`src/shared/isaid_regs.svh`:
```
`ifndef ISAID_REGS_SVH
`define ISAID_REGS_SVH

// ----------------------------------------------------------------------------
// System-register encodings
// ----------------------------------------------------------------------------
`define ISAID_OP0          2'h3
`define ISAID_OP1          3'h0
`define ISAID_CRN          4'h0
`define ISAID_CRM          4'h6
`define ISAID_OP2_ATTR1    3'h1
`define ISAID_OP2_ATTR2    3'h2

// ----------------------------------------------------------------------------
// Exception class for a trapped system access
// ----------------------------------------------------------------------------
`define ISAID_EC_SYSACC    6'h18

// ----------------------------------------------------------------------------
// First register field positions (low bit) and values
// ----------------------------------------------------------------------------
`define ISAID_A1_WIDE_LS_LSB        60
`define ISAID_A1_WIDE_LS_VAL        4'h0
`define ISAID_A1_XSYNC_LSB          56
`define ISAID_A1_XSYNC_VAL          4'h1
`define ISAID_A1_INT8MM_LSB         52
`define ISAID_A1_INT8MM_VAL         4'h1
`define ISAID_A1_GHINT_LSB          48
`define ISAID_A1_GHINT_VAL          4'h1
`define ISAID_A1_BFLOAT_LSB         44
`define ISAID_A1_BFLOAT_VAL         4'h1
`define ISAID_A1_PRESTR_LSB         40
`define ISAID_A1_PRESTR_VAL         4'h1
`define ISAID_A1_SBAR_LSB           36
`define ISAID_A1_SBAR_VAL           4'h1
`define ISAID_A1_RINT_LSB           32
`define ISAID_A1_RINT_VAL           4'h1
`define ISAID_A1_GA_IMP_LSB         28
`define ISAID_A1_GA_IMP_VAL         4'h0
`define ISAID_A1_GA_5R_LSB          24
`define ISAID_A1_GA_5R_VAL          4'h0
`define ISAID_A1_RCONS_LSB          20
`define ISAID_A1_RCONS_VAL          4'h2
`define ISAID_A1_CPLX_LSB           16
`define ISAID_A1_CPLX_VAL           4'h1
`define ISAID_A1_SCONV_LSB          12
`define ISAID_A1_SCONV_VAL          4'h1
`define ISAID_A1_AA_IMP_LSB         8
`define ISAID_A1_AA_IMP_VAL         4'h0
`define ISAID_A1_AA_5R_LSB          4
`define ISAID_A1_AA_5R_VAL          4'h0
`define ISAID_A1_PERSIST_LSB        0
`define ISAID_A1_PERSIST_VAL        4'h2

// ----------------------------------------------------------------------------
// Second register field positions (low bit) and values
// ----------------------------------------------------------------------------
`define ISAID_A2_CPAC_LSB           24
`define ISAID_A2_CPAC_VAL           4'h1
`define ISAID_A2_AA_3R_LSB          12
`define ISAID_A2_AA_3R_VAL          4'h5
`define ISAID_A2_GA_3R_LSB          8
`define ISAID_A2_GA_3R_VAL          4'h1
`define ISAID_A2_RPREC_LSB          4
`define ISAID_A2_RPREC_VAL          4'h0
`define ISAID_A2_TWAIT_LSB          0
`define ISAID_A2_TWAIT_VAL          4'h2

`endif

```
`src/shared/isaid_pkg.sv`:
```
package isaid_pkg;

	// ------------------------------------------------------------------------
	// Privilege levels of the requester
	// ------------------------------------------------------------------------
	typedef enum logic [1:0] {
		ISAID_USER_PRIVILEGE_LEVEL       = 2'h0,
		ISAID_KERNEL_PRIVILEGE_LEVEL     = 2'h1,
		ISAID_HYPERVISOR_PRIVILEGE_LEVEL = 2'h2,
		ISAID_MONITOR_PRIVILEGE_LEVEL    = 2'h3
	} isaid_level_t;

	// ------------------------------------------------------------------------
	// Read request from the core's system-register pipeline
	// ------------------------------------------------------------------------
	typedef struct packed {
		logic         valid;
		logic [1:0]   op0;
		logic [2:0]   op1;
		logic [3:0]   crn;
		logic [3:0]   crm;
		logic [2:0]   op2;
		isaid_level_t level;
		logic         hyp_enabled;
		logic         hyp_trap_general_bit;
		logic         hyp_trap_id_group3_bit;
	} isaid_req_t;

	// ------------------------------------------------------------------------
	// Answer: either data or a trap
	// ------------------------------------------------------------------------
	typedef struct packed {
		logic         valid;
		logic         hit;
		logic         trap;
		isaid_level_t trap_level;
		logic [5:0]   trap_class;
		logic [63:0]  data;
	} isaid_rsp_t;

endpackage

```
`src/logic/isaid_field.sv`:
```
`timescale 1ns/1ps

`include "isaid_regs.svh"

// Places one constant four-bit field at its position in a 64-bit word
module isaid_field #(
	parameter int          LSB = 0,   // Low bit of the field
	parameter logic [3:0]  VAL = 4'h0 // Field value
) (
	// Output
	output wire logic [63:0] word_o
);

	// ------------------------------------------------------------------------
	// Elaboration check
	// ------------------------------------------------------------------------
	if (LSB < 0 || LSB > 60 || (LSB % 4) != 0) begin : g_bad_lsb
		$error("isaid_field: LSB must be a multiple of 4 within 0..60");
	end

	// Shift the nibble into place; everything else reads zero
	assign word_o = {60'h0, VAL} << LSB;

endmodule // isaid_field

```
`src/logic/isaid_regs_top.sv`:
```
`timescale 1ns/1ps

`include "isaid_regs.svh"

module isaid_regs_top (
	// Clock and reset
	input  wire logic                core_clk_i,
	input  wire logic                rstn_i,
	// Request from the system-register pipeline
	input  wire isaid_pkg::isaid_req_t req_i,
	// Registered answer, one cycle after the request
	output      isaid_pkg::isaid_rsp_t rsp_o
);

	// ------------------------------------------------------------------------
	// Reset synchroniser
	// ------------------------------------------------------------------------
	logic rst_meta_q;  // First stage, read only by the second
	logic rstn_q;      // Released reset used by the block

	// Asynchronous assert, synchronous release
	always_ff @(posedge core_clk_i or negedge rstn_i) begin
		if (!rstn_i) begin
			rst_meta_q <= 1'b0;
			rstn_q     <= 1'b0;
		end else begin
			rst_meta_q <= 1'b1;
			rstn_q     <= rst_meta_q;
		end
	end

	// ------------------------------------------------------------------------
	// Register images built from constant fields
	// ------------------------------------------------------------------------
	localparam int NF1 = 16; // Fields in the first register
	localparam int NF2 = 5;  // Fields in the second register

	localparam int         A1_LSB [NF1] = '{
		`ISAID_A1_WIDE_LS_LSB, `ISAID_A1_XSYNC_LSB, `ISAID_A1_INT8MM_LSB,
		`ISAID_A1_GHINT_LSB, `ISAID_A1_BFLOAT_LSB, `ISAID_A1_PRESTR_LSB,
		`ISAID_A1_SBAR_LSB, `ISAID_A1_RINT_LSB, `ISAID_A1_GA_IMP_LSB,
		`ISAID_A1_GA_5R_LSB, `ISAID_A1_RCONS_LSB, `ISAID_A1_CPLX_LSB,
		`ISAID_A1_SCONV_LSB, `ISAID_A1_AA_IMP_LSB, `ISAID_A1_AA_5R_LSB,
		`ISAID_A1_PERSIST_LSB};
	localparam logic [3:0] A1_VAL [NF1] = '{
		`ISAID_A1_WIDE_LS_VAL, `ISAID_A1_XSYNC_VAL, `ISAID_A1_INT8MM_VAL,
		`ISAID_A1_GHINT_VAL, `ISAID_A1_BFLOAT_VAL, `ISAID_A1_PRESTR_VAL,
		`ISAID_A1_SBAR_VAL, `ISAID_A1_RINT_VAL, `ISAID_A1_GA_IMP_VAL,
		`ISAID_A1_GA_5R_VAL, `ISAID_A1_RCONS_VAL, `ISAID_A1_CPLX_VAL,
		`ISAID_A1_SCONV_VAL, `ISAID_A1_AA_IMP_VAL, `ISAID_A1_AA_5R_VAL,
		`ISAID_A1_PERSIST_VAL};
	localparam int         A2_LSB [NF2] = '{
		`ISAID_A2_CPAC_LSB, `ISAID_A2_AA_3R_LSB, `ISAID_A2_GA_3R_LSB,
		`ISAID_A2_RPREC_LSB, `ISAID_A2_TWAIT_LSB};
	localparam logic [3:0] A2_VAL [NF2] = '{
		`ISAID_A2_CPAC_VAL, `ISAID_A2_AA_3R_VAL, `ISAID_A2_GA_3R_VAL,
		`ISAID_A2_RPREC_VAL, `ISAID_A2_TWAIT_VAL};

	logic [63:0] a1_part [NF1]; // Placed fields, first register
	logic [63:0] a2_part [NF2]; // Placed fields, second register
	logic [63:0] attr1_word;    // Full image of the first register
	logic [63:0] attr2_word;    // Full image of the second register

	// One placer per field of the first register
	for (genvar g = 0; g < NF1; g++) begin : g_a1
		isaid_field #(.LSB(A1_LSB[g]), .VAL(A1_VAL[g])) u_fld (
			.word_o (a1_part[g])
		);
	end

	// One placer per field of the second register
	for (genvar g = 0; g < NF2; g++) begin : g_a2
		isaid_field #(.LSB(A2_LSB[g]), .VAL(A2_VAL[g])) u_fld (
			.word_o (a2_part[g])
		);
	end

	// OR the fields together; unplaced bits stay zero
	always_comb begin
		attr1_word = 64'h0;
		attr2_word = 64'h0;
		for (int i = 0; i < NF1; i++) begin
			attr1_word = attr1_word | a1_part[i];
		end
		for (int i = 0; i < NF2; i++) begin
			attr2_word = attr2_word | a2_part[i];
		end
	end

	// ------------------------------------------------------------------------
	// Encoding decode
	// ------------------------------------------------------------------------
	logic enc_base; // op0/op1/CRn/CRm match the group
	logic sel1;     // First register selected
	logic sel2;     // Second register selected

	// Both registers share all encoding fields except op2
	assign enc_base = req_i.valid && req_i.op0 == `ISAID_OP0 && req_i.op1 == `ISAID_OP1
		&& req_i.crn == `ISAID_CRN && req_i.crm == `ISAID_CRM;
	assign sel1 = enc_base && req_i.op2 == `ISAID_OP2_ATTR1;
	assign sel2 = enc_base && req_i.op2 == `ISAID_OP2_ATTR2;

	// ------------------------------------------------------------------------
	// Privilege check
	// ------------------------------------------------------------------------
	logic                   trap_d;  // Access must trap
	isaid_pkg::isaid_level_t tlvl_d; // Level the trap is taken to

	// Trap routing by current level and hypervisor controls
	always_comb begin
		trap_d = 1'b0;
		tlvl_d = isaid_pkg::ISAID_KERNEL_PRIVILEGE_LEVEL;
		case (req_i.level)
			isaid_pkg::ISAID_USER_PRIVILEGE_LEVEL: begin
				// Always traps; general-trap bit steers it upward
				trap_d = 1'b1;
				if (req_i.hyp_enabled && req_i.hyp_trap_general_bit) begin
					tlvl_d = isaid_pkg::ISAID_HYPERVISOR_PRIVILEGE_LEVEL;
				end
			end
			isaid_pkg::ISAID_KERNEL_PRIVILEGE_LEVEL: begin
				// Group-3 identification trap to hypervisor
				if (req_i.hyp_enabled && req_i.hyp_trap_id_group3_bit) begin
					trap_d = 1'b1;
					tlvl_d = isaid_pkg::ISAID_HYPERVISOR_PRIVILEGE_LEVEL;
				end
			end
			default: begin
				// Hypervisor and monitor read directly
				trap_d = 1'b0;
			end
		endcase
	end

	// ------------------------------------------------------------------------
	// Registered answer
	// ------------------------------------------------------------------------
	isaid_pkg::isaid_rsp_t rsp_q; // Answer register

	// Data only leaves when no trap, so privileged contents never leak
	always_ff @(posedge core_clk_i or negedge rstn_q) begin
		if (!rstn_q) begin
			rsp_q <= '0;
		end else begin
			rsp_q.valid      <= req_i.valid;
			rsp_q.hit        <= sel1 || sel2;
			rsp_q.trap       <= (sel1 || sel2) && trap_d;
			rsp_q.trap_level <= tlvl_d;
			rsp_q.trap_class <= ((sel1 || sel2) && trap_d) ? `ISAID_EC_SYSACC : 6'h0;
			if (sel1 && !trap_d) begin
				rsp_q.data <= attr1_word;
			end else if (sel2 && !trap_d) begin
				rsp_q.data <= attr2_word;
			end else begin
				rsp_q.data <= 64'h0;
			end
		end
	end

	assign rsp_o = rsp_q;

	// ------------------------------------------------------------------------
	// Checks
	// ------------------------------------------------------------------------
	user_trap_a: assert property (@(posedge core_clk_i) disable iff (!rstn_q)
		(sel1 || sel2) && req_i.level == isaid_pkg::ISAID_USER_PRIVILEGE_LEVEL
		|=> rsp_o.trap && rsp_o.trap_class == 6'h18 && rsp_o.data == 64'h0)
		else $error("user read did not trap");

	user_route_a: assert property (@(posedge core_clk_i) disable iff (!rstn_q)
		(sel1 || sel2) && req_i.level == isaid_pkg::ISAID_USER_PRIVILEGE_LEVEL
		&& !(req_i.hyp_enabled && req_i.hyp_trap_general_bit)
		|=> rsp_o.trap_level == isaid_pkg::ISAID_KERNEL_PRIVILEGE_LEVEL)
		else $error("user trap misrouted");

	kernel_trap_a: assert property (@(posedge core_clk_i) disable iff (!rstn_q)
		(sel1 || sel2) && req_i.level == isaid_pkg::ISAID_KERNEL_PRIVILEGE_LEVEL
		|=> rsp_o.trap == $past(req_i.hyp_enabled && req_i.hyp_trap_id_group3_bit))
		else $error("kernel trap decision wrong");

	high_read_a: assert property (@(posedge core_clk_i) disable iff (!rstn_q)
		sel2 && req_i.level[1] |=> !rsp_o.trap && rsp_o.data == 64'h0000_0000_0100_5102)
		else $error("high level read of second register wrong");

	attr1_val_a: assert property (@(posedge core_clk_i) disable iff (!rstn_q)
		sel1 && req_i.level == isaid_pkg::ISAID_MONITOR_PRIVILEGE_LEVEL
		|=> rsp_o.data == 64'h0111_1111_0021_1002)
		else $error("first register value wrong");

	reserved_zero_a: assert property (@(posedge core_clk_i) disable iff (!rstn_q)
		rsp_o.hit && !rsp_o.trap && !$past(sel1) |-> rsp_o.data[63:28] == 36'h0 && rsp_o.data[23:16] == 8'h00)
		else $error("reserved bits set");

	decode_hit_a: assert property (@(posedge core_clk_i) disable iff (!rstn_q)
		req_i.valid && !(req_i.op0 == 2'h3 && req_i.op1 == 3'h0 && req_i.crn == 4'h0
		&& req_i.crm == 4'h6 && req_i.op2 inside {3'h1, 3'h2}) |=> !rsp_o.hit)
		else $error("wrong encoding decoded");

	miss_quiet_a: assert property (@(posedge core_clk_i) disable iff (!rstn_q)
		!rsp_o.hit |-> !rsp_o.trap && rsp_o.data == 64'h0)
		else $error("miss produced trap or data");

endmodule // isaid_regs_top

```
`config.mk`:
```
export PLATFORM = sky130hd
export DESIGN_NAME = isaid_regs_top
export DESIGN_NICKNAME = d
export VERILOG_FILES = /design/src/shared/isaid_pkg.sv /design/src/logic/isaid_field.sv /design/src/logic/isaid_regs_top.sv
export VERILOG_INCLUDE_DIRS = /design/src /design/src/shared
export SDC_FILE = /design/constraint.sdc
export NUM_CORES = 1
export LEC_CHECK = 0
export BUFFER_PORTS_ARGS = -buffer_cell sky130_fd_sc_hd__buf_4
export CORE_AREA = 4 4 58 60
export DETAILED_ROUTE_END_ITERATION = 12
export DIE_AREA = 0 0 62 64
export PLACE_DENSITY = 0.82
export SKIP_CTS_REPAIR_TIMING = 1
export SYNTH_ARGS = -nofsm -noshare
export SYNTH_HDL_FRONTEND = slang
export SYNTH_SLANG_ARGS = --single-unit
```
`constraint.sdc`:
```
create_clock -name core_clk_i -period 0.8 [get_ports core_clk_i]
set_input_delay 0.04 -clock core_clk_i [delete_from_list [all_inputs] [get_ports core_clk_i]]
set_output_delay 0.04 -clock core_clk_i [all_outputs]
set_load 0.05 [all_outputs]
```
=== Yosys cells after proc, flatten, opt, wreduce, memory -nomap -nowiden ===
Index checks and enable logic that the tools add are counted.
W data, S select, Z words.

* Flip-flop bits (word level): 76
* Logic and storage cells: 37
* Input port bits: 24

* Reduce and logical (&&, ||, !) cells: 16
* Equality and inequality tests: 5
* Muxes and demuxes: 8

{| class="wikitable"
|+ Operator list
! operator !! number
|-
| $mux W57 || 1
|-
| $mux W25 || 1
|-
| $logic_and A1 B1 Y1 || 11
|-
| $mux W5 || 1
|-
| $eq A4 B3 Y1 const B || 1
|-
| $logic_not A4 Y1 || 1
|-
| $mux W2 || 2
|-
| $pmux W2 S2 || 1
|-
| $eq A3 B1 Y1 const B || 1
|-
| $eq A3 B2 Y1 const B || 1
|-
| $logic_not A3 Y1 || 1
|-
| $eq A2 B1 Y1 const B || 1
|-
| $eq A2 B2 Y1 const B || 1
|-
| $logic_not A2 Y1 || 1
|-
| $pmux W1 S2 || 1
|-
| $logic_not A1 Y1 || 1
|-
| $logic_or A1 B1 Y1 || 1
|-
| $mux W1 || 1
|}

=== Logic depth before layout (Yosys ltp) ===
* Depth after elaboration: 9
* Mapped depth: 3

=== Modules after synthesis ===
A second synthesis with hierarchy kept.

* Cells, all modules: 2,000
* Area total of the unflattened synthesis: 16,025.4 µm²

{| class="wikitable"
|+ Modules (own cells, without submodules)
! module !! cells an instance !! seq. area each (µm²) !! area each (µm²) !! times used
|-
| isaid_field at g_a1[10].u_fld ... || 66 || 0.0 || 488.0 || 15
|-
| isaid_regs_top || 620 || 1,776.7 || 5,800.6 || 1
|-
| isaid_field at g_a1[0].u_fld ... || 65 || 0.0 || 484.2 || 6
|}

=== Worst setup path before layout ===
OpenSTA, ideal clock, no wires.

* Path type: register to output
* Start point: register, netlist name rsp_o[52]
* End point: output port rsp_o[21] (netlist bit)
* Required time: 760 ps
* Data arrival time: 1,014 ps
* Setup slack: -254 ps
* Cell stages (with the launch flop): 2
* Path buffers: 1
* Cells stage by stage: dfrtp_1 buf_4

{| class="wikitable"
|+ RTL lines
! item !! RTL line !! RTL
|-
| end: declaration || isaid_regs_top.sv:12 || <nowiki>output isaid_pkg::isaid_rsp_t rsp_o</nowiki>
|}

==> reports/metrics.csv <==
stage,metric,value,unit
timing,Setup Viol. Count Final,21,
clock_tree,Clock Sinks,10,
floorplan,Core ar.,2928,um2
timing,Final Cycle Share,127.7,%
detailed_routing,DR DRC count,0,
outcome,outcome,"finished, violations left",
worst_setup_path,"slowest stage delay, CP",0.52,ns
power_and_ir_drop,Int Power,0.0008311,W
synth,register area share after synthesis,27.06,%
worst_setup_path,Critical path buffers and inverters,1,
global_route,vias in the first global route,510,
timing,Fin Clk Skew,0.006657,ns
synth,"EDFF count, synth",0,
synth,Post-synth ARST share,100.0,%
timing,fin worst setup slack,-0.2213,ns
floorplan,Boundary Pins,99,
global_route,antenna violations before repair,0,
job,Max Cap Viol,0,
synth,Synth Flop Type,dfrtp_1,
synth,most common cell in the netlist,buf_4,
power_and_ir_drop,Max rail drop VDD,0.0009007,V
global_route,global-route wire length before repair,2.097,mm
global_route,total global-route track usage,7.069,%
floorplan,Die X-Extent,62,um
layout,ANT cells,0,
clock_tree,CTS tree,yes,
clock_tree,CTS root buffer,clkbuf_4,
synth,Yosys cell types,19,
worst_setup_path,critical path cell sequence,buf_4,
power_and_ir_drop,sw frac,48.94,%
worst_setup_path,WS Path Type,flop to output port,
worst_setup_path,Critical Path Start Type,flop,
worst_setup_path,CP max FO,9,
synth,mean area per synthesized cell,9.340,um2
clock_tree,Skew-Pair Late Insertion Delay,0.25,ns
power_and_ir_drop,sequential share of power,32.5,%
synth,number of synthesized register bits,10,
layout,final net count,162,
hold_path,Hold/Removal Path Class,primary input to flop,
layout,area grow syn2layout,23.27,%
layout,Post-Route Utilization,38.93,%
timing,RSZ-0062 raised after global routing,true,
clock_tree,"Reg clk slew, reported paths",0.06,ns
power_and_ir_drop,Logic pwr share,46.7,%
synth,post-synth top area share,54.40,%
floorplan,starting density of the core,31.58,%
placement,dpl hpwl,1.432,mm
clock_tree,H-tree levels,1,
timing,Peak Freq,979.1,MHz
worst_setup_path,WP data required,0.76,ns
detailed_routing,Total Routed Length,1.602,mm
outcome,failing checks,"hold timing, setup timing",
power_and_ir_drop,clock power share,20.7,%
timing,Hold WS,-0.04907,ns
timing,final hold violation count,2,
detailed_routing,Via density,3.435,
synth,Syn Std Cell Area,924.6,um2
detailed_routing,First-pass DRT Iterations,2,
placement,Setup WS pre-CTS,-0.2299,ns
detailed_routing,via count,584,
timing,min Tclk post-route,1.021,ns
detailed_routing,wire per inst,9.424,um
timing,Pins Over Slew Limit,0,
placement,number of port buffers,44,
worst_setup_path,crit end category,output port,
floorplan,die height,64,um
detailed_routing,DRT iter0 DRCs,2,
worst_setup_path,cell family with most CP delay,flip-flops,
detailed_routing,ANT nets after route,0,
power_and_ir_drop,Leakage,0.6133,nW
global_route,largest net degree at the start of global routing,10,
synth,synth cell count leaders,"buf_4, dfrtp_1",
floorplan,row count,20,
power_and_ir_drop,pwr/cell area,1428,nW/um2
clock_tree,clock buffer depth,2,
worst_setup_path,slowest CP cell,dfrtp_4,
synth,yosys warns,0,
synth,Post-Synthesis Cells,99,
worst_setup_path,"Arr. time, crit path",0.98,ns
clock_tree,Num CTS Buffers,3,
layout,share of post-route cells with drive strength above 1,45.26,%
power_and_ir_drop,switching power,0.0007967,W
global_route,aggregate global routing overflow,0,
placement,routability cong.,0.6557,
floorplan,Total Die Area,3968,um2
synth,Yosys top cell by area,buf_4,
synth,Area contributors post-synth,"buf_4, dfrtp_1, nor4b_4",
## layer usage
layer,share of wire (%),wire length [um],global-route usage (%)
met5,0,0,0
met4,1.1,18,3.979
met3,16,257,2.020
met2,58,930,12.44
met1,25,395,7.028
## flip-flops by register name, summed over array words and instances (netlist names)
name,count
rst_meta_q,1
rstn_q,1
rsp_o,8
## final timing paths
| path | startpoint | cells past startpoint | slack, ns | to |
|---|---|---|---|---|
| max | rsp_o[52] | 1 | -0.22 | rsp_o[48] |
| min | req_i[6] | 2 | -0.05 | rsp_o[52] |
| max reg2reg | rst_meta_q | 0 | 0.32 | rstn_q |
| min reg2reg | rstn_q | 0 | 0.13 | rsp_o[52] |
| max in group asynchronous | rstn_q | 0 | 0.41 | rsp_o[52] |
| min in group asynchronous | rstn_i | 2 | 0.11 | rstn_q |
## per-stage QoR
step | hold slack, ns | power (W) | area, um2 | instances | setup TNS, ns
after global placement | -0.1758 | 0.001270 | 1035 | 164 | -0.7300
after floorplan | -0.2556 | 0.001355 | 1181 | 152 | -0.2167
after global routing | -0.06225 | 0.001701 | 1140 | 170 | -3.507
after CTS | -0.4468 | 0.001616 | 1061 | 168 | -3.175
after detailed placement | -0.1698 | 0.001275 | 1035 | 164 | -0.8480
final | -0.04907 | 0.001628 | 1140 | 170 | -2.715
## placed cells by master, fill, tap and decap left out
| master | instances |
|---|---|
| or2_2 | 1 |
| conb_1 | 55 |
| and2_0 | 1 |
| nand3b_1 | 1 |
| nor4_2 | 2 |
| buf_6 | 14 |
| inv_1 | 2 |
| nor4b_2 | 1 |
| clkbuf_4 | 3 |
| o2111ai_2 | 1 |
| clkbuf_1 | 1 |
| buf_4 | 32 |
| a21boi_1 | 1 |
| mux2_2 | 1 |
| nor2b_1 | 1 |
| nor3_1 | 2 |
| nor4b_4 | 1 |
| xnor2_1 | 1 |
| dfrtp_4 | 1 |
| nand3_2 | 1 |
| nor4_4 | 1 |
| dfrtp_1 | 6 |
| dlygate4sd3_1 | 2 |
| nor2_1 | 1 |
| nand3_1 | 1 |
| dfrtp_2 | 3 |
## logic make-up after synthesis
| family | synth area share [%] |
|---|---|
| buffers and inverters | 55.21 |
| other | 0.8122 |
| XOR/XNOR | 0.9474 |
| multiplexers | 1.218 |
| flip-flops | 27.06 |
| AND/OR/NAND/NOR | 12.31 |
| AO/OA/AOI/OAI | 2.436 |
## final cells by class
class,instances,area (um2)
well taps,33,41.29
fillers,311,1788
clock buffers,4,26.28
repair buffers,48,417.9
inverters,2,7.507
flip-flops and latches,10,257.7
multi-input cells,73,389.1
## power groups by stage
stage / registers, W / logic [W] / clock network, W
after floorplan: 0.000561 / 0.000794 / 0
after global placement: 0.000536 / 0.000734 / 0
after detailed placement: 0.000538 / 0.000737 / 0
after CTS: 0.000528 / 0.000738 / 0.000350
after global routing: 0.000532 / 0.000797 / 0.000372
final: 0.000529 / 0.000761 / 0.000337
Note: power is estimated with default switching activity, not from simulation.
